File: src/pqc_pkg.sv
package pqc_pkg;

   // ****************************************
   // Bus geometry
   // ****************************************
   localparam int ADDR_W = 8;
   localparam int DATA_W = 32;

   // ****************************************
   // Register offsets
   // ****************************************
   localparam logic [ADDR_W-1:0] OFS_CAP_STAT = 8'h04;
   localparam logic [ADDR_W-1:0] OFS_FWD_VEC = 8'h0C;
   localparam logic [ADDR_W-1:0] OFS_PORT_CTRL = 8'h10;
   localparam logic [ADDR_W-1:0] OFS_COMN_CTRL2 = 8'h14;
   localparam logic [ADDR_W-1:0] OFS_BCAST_LO = 8'h18;
   localparam logic [ADDR_W-1:0] OFS_BCAST_HI = 8'h1C;
   localparam logic [ADDR_W-1:0] OFS_IRQ_STAT = 8'h20;
   localparam logic [ADDR_W-1:0] OFS_IRQ_MASK = 8'h24;

   // ****************************************
   // Field positions
   // ****************************************
   localparam int ACK_BIT = 3;
   localparam int HWCAP_BIT = 4;
   localparam int FWD_BIT = 5;
   localparam int LINK_LSB = 7;
   localparam int LINK_W = 6;
   localparam int QREQ_BIT = 0;
   localparam int TSCALE_LSB = 0;
   localparam int TSCALE_W = 2;
   localparam int TVALUE_LSB = 4;
   localparam int TVALUE_W = 8;
   localparam int FWD_VEC_W = 16;
   localparam int MAX_LINKS = 64;

   // ****************************************
   // Events
   // ****************************************
   localparam int EV_ACK_SET = 0;
   localparam int EV_ACK_CLR = 1;
   localparam int EV_TIMEOUT = 2;
   localparam int EV_W = 3;

   // ****************************************
   // Reset values
   // ****************************************
   localparam logic [TSCALE_W-1:0] TSCALE_RST = 2'h0;
   localparam logic [TVALUE_W-1:0] TVALUE_RST = 8'h01;
   localparam logic [EV_W-1:0] IRQ_MASK_RST = 3'h0;

   // ****************************************
   // Timing
   // ****************************************
   localparam int CLK_PERIOD_NS = 100;
   localparam int TIME_UNIT_NS = 1000;
   localparam int TICK_CYCLES = (TIME_UNIT_NS + CLK_PERIOD_NS - 1) / CLK_PERIOD_NS;
   localparam int TICK_W = 4;
   localparam int CNT_W = 18;
   localparam int SCALE_SHIFT = 3;

   typedef enum logic [1:0] {
      ST_IDLE = 2'b00,
      ST_QUIET = 2'b01,
      ST_ACKED = 2'b10
   } pqc_state_t;

endpackage : pqc_pkg

File: src/pqc_tick_gen.sv
`timescale 1ns/1ps
module pqc_tick_gen #(
   parameter int PERIOD = pqc_pkg::TICK_CYCLES
) (
   input wire logic clk,
   input wire logic rst_b,
   output logic tick
);
   import pqc_pkg::*;

   typedef struct packed {
      logic [TICK_W-1:0] cnt;
      logic tick;
   } pqc_tick_state_t;

   pqc_tick_state_t cur_ff;
   pqc_tick_state_t nxt_cur;

   always_comb begin
      nxt_cur = cur_ff;
      nxt_cur.tick = 1'b0;
      if (cur_ff.cnt == TICK_W'(PERIOD - 1)) begin
         nxt_cur.cnt = '0;
         nxt_cur.tick = 1'b1;
      end else begin
         nxt_cur.cnt = cur_ff.cnt + 1'b1;
      end
   end

   always_ff @(posedge clk or negedge rst_b) begin
      if (!rst_b) begin
         cur_ff <= '0;
      end else begin
         cur_ff <= nxt_cur;
      end
   end

   assign tick = cur_ff.tick;

endmodule : pqc_tick_gen

File: src/pqc_interval_timer.sv
`timescale 1ns/1ps
module pqc_interval_timer #(
   parameter int WIDTH = pqc_pkg::CNT_W
) (
   input wire logic clk,
   input wire logic rst_b,
   input wire logic run,
   input wire logic tick,
   input wire logic [WIDTH-1:0] limit,
   output logic done
);
   import pqc_pkg::*;

   typedef struct packed {
      logic [WIDTH-1:0] cnt;
   } pqc_timer_state_t;

   pqc_timer_state_t cur_ff;
   pqc_timer_state_t nxt_cur;

   // Saturates at the limit, so a long wait never wraps back to zero
   always_comb begin
      nxt_cur = cur_ff;
      if (!run) begin
         nxt_cur.cnt = '0;
      end else if (tick && (cur_ff.cnt < limit)) begin
         nxt_cur.cnt = cur_ff.cnt + 1'b1;
      end
   end

   always_ff @(posedge clk or negedge rst_b) begin
      if (!rst_b) begin
         cur_ff <= '0;
      end else begin
         cur_ff <= nxt_cur;
      end
   end

   assign done = run && (cur_ff.cnt >= limit);

endmodule : pqc_interval_timer

File: src/pqc_port_status.sv
// What this block does
// - Acknowledge bit reads 0 when not quiesced, 1 once quiesced.
// - With hardware capability, acknowledge is set by the hardware quiesced input.
// - Without capability, first detect the request bit set before acknowledging.
// - Without capability, acknowledge after one full idle quiesce interval.
// - Quiesce interval comes from programmed time scale and value fields.
// - Acknowledge must come within twice the interval after request rise; here a later ack only raises the timeout event.
// - Device can return acknowledge from 1 to 0.
// - Hardware capability bit reads 1 only with a hardware quiesce mechanism.
// - Forwarding capability 1 only if all packets forward; vector then exists.
// - Forwarding capability 1 implements a broadcast forward control vector.
// - Forwarding port passes every packet type in both directions.
// - Broadcast forward control vector exists for every link of the port.
// - Link count field encodes 1 to 63 links; zero never reported.
// - Link count equals the number of link attribute and map entries.
//
// Design decisions made here: strobed register access and the register addresses.
`timescale 1ns/1ps
module pqc_port_status
   import pqc_pkg::*;
#(
   parameter bit HW_QACK_CAP = 1'b0,
   parameter bit FWD_CAP = 1'b0,
   parameter int LINK_COUNT = 1,
   parameter logic [15:0] FWD_VECTOR = 16'h0000
) (
   input wire logic MCLK,
   input wire logic RST_B,
   input wire logic [pqc_pkg::ADDR_W-1:0] ADDR,
   input wire logic [pqc_pkg::DATA_W-1:0] WDATA,
   input wire logic WR,
   input wire logic RD,
   output logic [pqc_pkg::DATA_W-1:0] RDATA,
   input wire logic PORT_IDLE,
   input wire logic HW_QUIESCED,
   output logic PORT_QUIESCE_REQUEST,
   output logic PORT_QUIESCE_ACK,
   output logic [pqc_pkg::MAX_LINKS-1:0] BCAST_FWD_VECTOR,
   output logic IRQ
);
   import pqc_pkg::*;

   // ****************************************
   // Static capability fields
   // ****************************************
   // Zero is reserved, so a count below one is forced up to one link; above 63 it is held at 63
   localparam logic [LINK_W-1:0] LINK_FIELD =
      (LINK_COUNT < 1) ? 6'h01 : (LINK_COUNT > 63) ? 6'h3F : LINK_W'(LINK_COUNT);

   logic [MAX_LINKS-1:0] link_present;

   genvar gi;
   generate
      for (gi = 0; gi < MAX_LINKS; gi++) begin : g_link
         // One vector bit per implemented link, only when forwarding exists
         assign link_present[gi] = FWD_CAP && (gi < int'(LINK_FIELD));
      end
   endgenerate

   // ****************************************
   // State
   // ****************************************
   typedef struct packed {
      pqc_state_t state;
      logic qreq;
      logic [TSCALE_W-1:0] scale;
      logic [TVALUE_W-1:0] tvalue;
      logic [MAX_LINKS-1:0] bcast;
      logic [TICK_W-1:0] phase;
      logic timeout_seen;
      logic [EV_W-1:0] irq_stat;
      logic [EV_W-1:0] irq_mask;
      logic [DATA_W-1:0] rdata;
   } pqc_top_state_t;

   pqc_top_state_t cur_ff;
   pqc_top_state_t nxt_cur;

   logic tick;
   logic quiet_run;
   logic quiet_tick;
   logic total_run;
   logic quiet_done;
   logic total_done;
   logic [CNT_W-1:0] interval;
   logic [CNT_W-1:0] quiet_limit;
   logic [CNT_W-1:0] total_limit;
   logic [EV_W-1:0] events;
   logic [DATA_W-1:0] cap_word;

   // ****************************************
   // Quiesce interval
   // ****************************************
   always_comb begin
      interval = CNT_W'(cur_ff.tvalue) << (SCALE_SHIFT * cur_ff.scale);
      // Own phase starts with the idle run, so the count is exact, never a tick short
      quiet_limit = interval;
      total_limit = CNT_W'({interval, 1'b0});
   end

   assign quiet_run = (cur_ff.state == ST_QUIET) && PORT_IDLE && !HW_QACK_CAP;
   assign total_run = (cur_ff.state == ST_QUIET);
   assign quiet_tick = quiet_run && (cur_ff.phase == TICK_W'(TICK_CYCLES - 1));

   pqc_tick_gen #(
      .PERIOD(TICK_CYCLES)
   ) u_tick (
      .clk(MCLK),
      .rst_b(RST_B),
      .tick(tick)
   );

   pqc_interval_timer #(
      .WIDTH(CNT_W)
   ) u_quiet (
      .clk(MCLK),
      .rst_b(RST_B),
      .run(quiet_run),
      .tick(quiet_tick),
      .limit(quiet_limit),
      .done(quiet_done)
   );

   pqc_interval_timer #(
      .WIDTH(CNT_W)
   ) u_total (
      .clk(MCLK),
      .rst_b(RST_B),
      .run(total_run),
      .tick(tick),
      .limit(total_limit),
      .done(total_done)
   );

   // ****************************************
   // Read word of the capability register
   // ****************************************
   always_comb begin
      cap_word = '0;
      cap_word[ACK_BIT] = (cur_ff.state == ST_ACKED);
      cap_word[HWCAP_BIT] = HW_QACK_CAP;
      cap_word[FWD_BIT] = FWD_CAP;
      cap_word[LINK_LSB +: LINK_W] = LINK_FIELD;
   end

   // ****************************************
   // Next state
   // ****************************************
   always_comb begin
      nxt_cur = cur_ff;
      events = '0;

      // ****************************************
      // Sequencer
      // ****************************************
      unique case (cur_ff.state)
         ST_IDLE: begin
            if (cur_ff.qreq) begin
               nxt_cur.state = ST_QUIET;
            end
         end
         ST_QUIET: begin
            if (!cur_ff.qreq) begin
               nxt_cur.state = ST_IDLE;
            end else if (HW_QACK_CAP ? HW_QUIESCED : quiet_done) begin
               nxt_cur.state = ST_ACKED;
               events[EV_ACK_SET] = 1'b1;
            end
         end
         ST_ACKED: begin
            if (!cur_ff.qreq) begin
               nxt_cur.state = ST_IDLE;
               events[EV_ACK_CLR] = 1'b1;
            end
         end
         default: begin
            nxt_cur.state = ST_IDLE;
         end
      endcase

      // ****************************************
      // Timeout flag
      // ****************************************
      // Overrun of twice the interval is flagged once per request
      if (cur_ff.state != ST_QUIET) begin
         nxt_cur.timeout_seen = 1'b0;
      end else if (total_done && !cur_ff.timeout_seen && nxt_cur.state == ST_QUIET) begin
         nxt_cur.timeout_seen = 1'b1;
         events[EV_TIMEOUT] = 1'b1;
      end

      // ****************************************
      // Quiet phase
      // ****************************************
      // Restarts whenever the port goes busy, like the idle count itself
      if (!quiet_run) begin
         nxt_cur.phase = '0;
      end else if (cur_ff.phase == TICK_W'(TICK_CYCLES - 1)) begin
         nxt_cur.phase = '0;
      end else begin
         nxt_cur.phase = cur_ff.phase + 1'b1;
      end

      // ****************************************
      // Register writes
      // ****************************************
      if (WR) begin
         unique case (ADDR)
            OFS_PORT_CTRL: begin
               nxt_cur.qreq = WDATA[QREQ_BIT];
            end
            OFS_COMN_CTRL2: begin
               nxt_cur.scale = WDATA[TSCALE_LSB +: TSCALE_W];
               nxt_cur.tvalue = WDATA[TVALUE_LSB +: TVALUE_W];
            end
            OFS_BCAST_LO: begin
               nxt_cur.bcast[31:0] = WDATA & link_present[31:0];
            end
            OFS_BCAST_HI: begin
               nxt_cur.bcast[63:32] = WDATA & link_present[63:32];
            end
            OFS_IRQ_MASK: begin
               nxt_cur.irq_mask = WDATA[EV_W-1:0];
            end
            default: begin
            end
         endcase
      end

      // ****************************************
      // Register reads
      // ****************************************
      // Reads answer one cycle later; unmapped reads give zero
      nxt_cur.rdata = '0;
      if (RD) begin
         unique case (ADDR)
            OFS_CAP_STAT: begin
               nxt_cur.rdata = cap_word;
            end
            OFS_FWD_VEC: begin
               nxt_cur.rdata = FWD_CAP ? {16'h0000, FWD_VECTOR} : '0;
            end
            OFS_PORT_CTRL: begin
               nxt_cur.rdata = DATA_W'(cur_ff.qreq);
            end
            OFS_COMN_CTRL2: begin
               nxt_cur.rdata = DATA_W'({cur_ff.tvalue, 2'h0, cur_ff.scale});
            end
            OFS_BCAST_LO: begin
               nxt_cur.rdata = cur_ff.bcast[31:0];
            end
            OFS_BCAST_HI: begin
               nxt_cur.rdata = cur_ff.bcast[63:32];
            end
            OFS_IRQ_STAT: begin
               nxt_cur.rdata = DATA_W'(cur_ff.irq_stat);
            end
            OFS_IRQ_MASK: begin
               nxt_cur.rdata = DATA_W'(cur_ff.irq_mask);
            end
            default: begin
               nxt_cur.rdata = '0;
            end
         endcase
      end

      // ****************************************
      // Interrupt status
      // ****************************************
      // Read clears status; an event in the same cycle survives the clear
      if (RD && ADDR == OFS_IRQ_STAT) begin
         nxt_cur.irq_stat = events;
      end else begin
         nxt_cur.irq_stat = cur_ff.irq_stat | events;
      end
   end

   // ****************************************
   // Registers
   // ****************************************
   always_ff @(posedge MCLK or negedge RST_B) begin
      if (!RST_B) begin
         cur_ff.state <= ST_IDLE;
         cur_ff.qreq <= 1'b0;
         cur_ff.scale <= TSCALE_RST;
         cur_ff.tvalue <= TVALUE_RST;
         cur_ff.bcast <= '0;
         cur_ff.phase <= '0;
         cur_ff.timeout_seen <= 1'b0;
         cur_ff.irq_stat <= '0;
         cur_ff.irq_mask <= IRQ_MASK_RST;
         cur_ff.rdata <= '0;
      end else begin
         cur_ff <= nxt_cur;
      end
   end

   // ****************************************
   // Outputs
   // ****************************************
   assign RDATA = cur_ff.rdata;
   assign PORT_QUIESCE_REQUEST = cur_ff.qreq;
   assign PORT_QUIESCE_ACK = (cur_ff.state == ST_ACKED);
   assign BCAST_FWD_VECTOR = cur_ff.bcast;
   assign IRQ = |(cur_ff.irq_stat & cur_ff.irq_mask);

endmodule : pqc_port_status

File: config.mk
export PLATFORM = sky130hd
export DESIGN_NAME = pqc_port_status
export DESIGN_NICKNAME = d
export VERILOG_FILES = /design/src/pqc_pkg.sv /design/src/pqc_tick_gen.sv /design/src/pqc_interval_timer.sv /design/src/pqc_port_status.sv
export SDC_FILE = /design/constraint.sdc
export NUM_CORES = 1
export LEC_CHECK = 0
export ABC_AREA = 1
export BUFFER_PORTS_ARGS = -buffer_cell sky130_fd_sc_hd__buf_2
export CORE_MARGIN = 2
export CORE_UTILIZATION = 45
export DETAILED_ROUTE_END_ITERATION = 8
export PLACE_DENSITY = 0.74
export SYNTH_ARGS = -nofsm -noshare
export SYNTH_HDL_FRONTEND = slang
export SYNTH_HIERARCHICAL = 1
export SYNTH_SLANG_ARGS = --single-unit
File: constraint.sdc
create_clock -name MCLK -period 3.2 [get_ports MCLK]
set_input_delay 0.64 -clock MCLK [delete_from_list [all_inputs] [get_ports MCLK]]
set_output_delay 0.64 -clock MCLK [all_outputs]
set_load 0.02 [all_outputs]
==> flow_summary_export.csv <==
group,metric,value,unit
outcome,run_status,"finished clean",
power,powerDensity,364,nW/um2
timing,fmax,329,MHz
global_route,grt_overflow,0,
place,place.port_buffers,38,
floorplanning,design.die.area,15600,um2
yosys,syn_area_per_cell,7.13,um2
setup_path,timing.critical_path.max_delay_family,"simple AND/OR/NAND/NOR gates",
yosys,synthArstFlopShare,100,%
yosys,synth_ff_type,"dfrtp_1",
cells_and_area,fin_util,48.6,%
place,dp_hpwl,9.74,mm
yosys,syn-cell-area,6560,um2
setup_path,crit_path_end_kind,"register",
cells_and_area,stdcell_area,6980,um2
global_route,grt_util_all_layers,17.5,%
timing,setup_violations,0,
setup_path,cp_max_fo,11,
global_route,antenna_found_initial,0,
power,switchingPower,0.769,mW
setup_path,crit_type,"reg2reg",
timing,relSlewSlack,36.4,%
setup_path,path_depth,23,
timing,fin_crit_sh,95.0,%
setup_path,cpMostUsedCell,"nand2_1",
timing,tightest_slew,0.953,ns
setup_path,rr_worst_depth,23,
timing,finClkSkew,0.00845,ns
routing,drc,0,
clock_tree,clk_pin_slew,0.06,ns
floorplanning,die_h,125,um
floorplanning,die_w,125,um
setup_path,slowest_delay,0.42,ns
setup_path,arrival,3.31,ns
clock_tree,ctsHoldBuffers,0,
power,pwr-share-seq,39.5,%
timing,maxSlewViolCount,0,
run,drv_cap,0,
setup_path,cp.required,3.47,ns
cells_and_area,nets,1043,
power,ir_drop,318,uV
place,dp_cells,1118,
place,place.gp.congestion,0.868,
cells_and_area,area_growth,6.47,%
clock_tree,ctsRootBufferMaster,"clkbuf_16",
power,pwr-share-clk,41.2,%
cells_and_area,drive_above_1_share,14.6,%
place,dpl_cell_area,6500,um2
floorplanning,coreArea,14400,um2
routing,wl_per_cell,11.7,um
clock_tree,h-tree-depth,3,
timing,period_minus_slack,3.04,ns
routing,totalWireLength,13.3,mm
clock_tree,cts_buffer_depth,2,
floorplanning,ios,145,
yosys,ys_seq_area_share,29.4,%
setup_path,crit_chain,"ha_4 > buf_6 > nand3_1 > nand3_1 > nand2_1 > nor2_2 > inv_1 > ha_1 > nand2_2 > inv_1 > nand2_1 > nand2_1 > a21oi_4 > nand2_2 > nor2_4 > nand2_1 > nand2_2 > inv_1 > nand2_1 > nand3b_1 > inv_1 > nand2_1 > o22ai_1",
floorplanning,initial_utilization,45.7,%
power,switching_share,30.2,%
routing,vias,5470,
yosys,yosysTopAreaCell,"dfrtp_1",
yosys,yosys-top-cells-area,"dfrtp_1 29%, nand2_1 14%, buf_4 11%, ha_1 8.0%, inv_1 6.6%",
routing,vias_per_cell,4.78,
setup_path,crit_slowest_cell,"dfrtp_1",
timing,setup_tns,0,ns
clock_tree,cts_made_buffers,9,
global_route,grt_pass1_vias,4976,
routing,dr.pass1.iters,5,
cells_and_area,layout_commonest_cell,"nand2_1",
power,internal_power,1.78,mW
global_route,grt_max_degree,78,
yosys,synth_top_area_share,29.0,%
setup_path,critPathLaunchType,"register",
global_route,grt_pass1_wl,22.4,mm
setup_path,cp_num_buf_inv,5,
yosys,synthDistinctLibCells,38,
clock_tree,clock_latency,0.35,ns
timing,finalHoldViolCount,0,
yosys,ys_warn_count,6,
yosys,synthCells,920,
yosys,synth-edff-count,0,
min_path,min_path_type,"in2async",
floorplanning,num_rows,44,
power,pwr-share-comb,19.4,%
cells_and_area,final_cells,1144,
yosys,ys_seq_elements,77,
routing,antenna_left,0,
power,leakage,4.06,nW
clock_tree,cts_sinks,77,
cells_and_area,diodes,0,
cells_and_area,mostFrequentLayoutCells,"241 x nand2_1, 113 x inv_1, 85 x conb_1",
routing,drt_iter0_drc,421,
clock_tree,tritoncts,"built",
[state kept, by name, summed over array words and instances (netlist names)]
signal,flops
u_tick/cur_ff,4
u_total/cur_ff,18
RDATA,12
PORT_QUIESCE_REQUEST,1
u_quiet/cur_ff,18
u_tick/tick,1
cur_ff,23
[cells in the mapped netlist (10+ instances only)]
cell type and n:
inv_1 116, xor2_1 28, o21ai_0 22, ha_1 42
buf_2 14, nand4_1 35, dfrtp_1 76, nor2_1 77
nand3_1 75, a21oi_1 10, nand2_1 245, nand2_2 10
buf_4 96
[what timing repair did]
action	CTS	global route
gates resized for setup	0	30
setup buffers	0	10
setup endpoints to repair	0	41
[area by class of cell]
cell class	instances	area, um2
multi-input combinational	681	3690
clock inverter	3	43.8
clock buffer	13	260
sequential	77	1930
fill	1428	7380
timing repair buffer	59	354
inverter	127	477
tap	184	230
[kinds of logic (layout without fill, tap and decap cells)]
group	Yosys count	count (layout)	share of synthesized area, %
AND/OR/NAND/NOR	472	472	33.1
buffers and inverters	246	202	20.7
flip-flops	77	77	29.4
AO/OA/AOI/OAI	53	53	4.88
adder cells (fa/ha/maj)	42	42	8.01
XOR/XNOR	29	29	3.87
other	1	85	0.0572
[path summary, 6_finish.rpt]
check / from / to / slack (ns)
worst max register to register: cur_ff[116]$_DFFE_PN0P_ / cur_ff[37]$_DFF_PN0_ / 0.16
worst min-delay path: RST_B / u_quiet/cur_ff[15]$_DFFE_PN0P_ / 0.45
worst min register to register: cur_ff[39]$_DFF_PN0_ / cur_ff[39]$_DFF_PN0_ / 0.50
max in group asynchronous: RST_B / u_total/cur_ff[3]$_DFFE_PN0P_ / 2.14
worst max-delay path: cur_ff[116]$_DFFE_PN0P_ / cur_ff[37]$_DFF_PN0_ / 0.16
min in group MCLK: WDATA[2] / cur_ff[34]$_DFFE_PN0P_ / 0.50
[routing by layer]
metal	track usage (%)	share of wire, %	up-vias
li1	-	-	2796
met2	29.0	48	117
met5	0	0	-
met3	3.78	3.9	22
met4	7.27	2.3	0
met1	22.1	45	2535
[per-stage QoR]
step / hold slack, ns / total power, mW / setup slack (ns)
2_1_floorplan: 0.344 / 1.45 / 0.262
3_3_place_gp: 0.489 / 1.47 / 0.112
3_5_place_dp: 0.483 / 1.47 / 0.0547
4_1_cts: 0.486 / 2.54 / 0.0424
5_1_grt: 0.506 / 2.68 / -0.0687
6_report: 0.447 / 2.55 / 0.161
[power by group through the flow]
stage               registers, mW  logic (mW)  clock network, mW
global placement             1.02       0.445                  0
finish                       1.00       0.493               1.05
detailed placement           1.02       0.453                  0
floorplan                    1.02       0.426                  0
CTS                          1.00       0.455               1.08
global route                 1.01       0.559               1.11
Power figures use the tool's default switching activity.
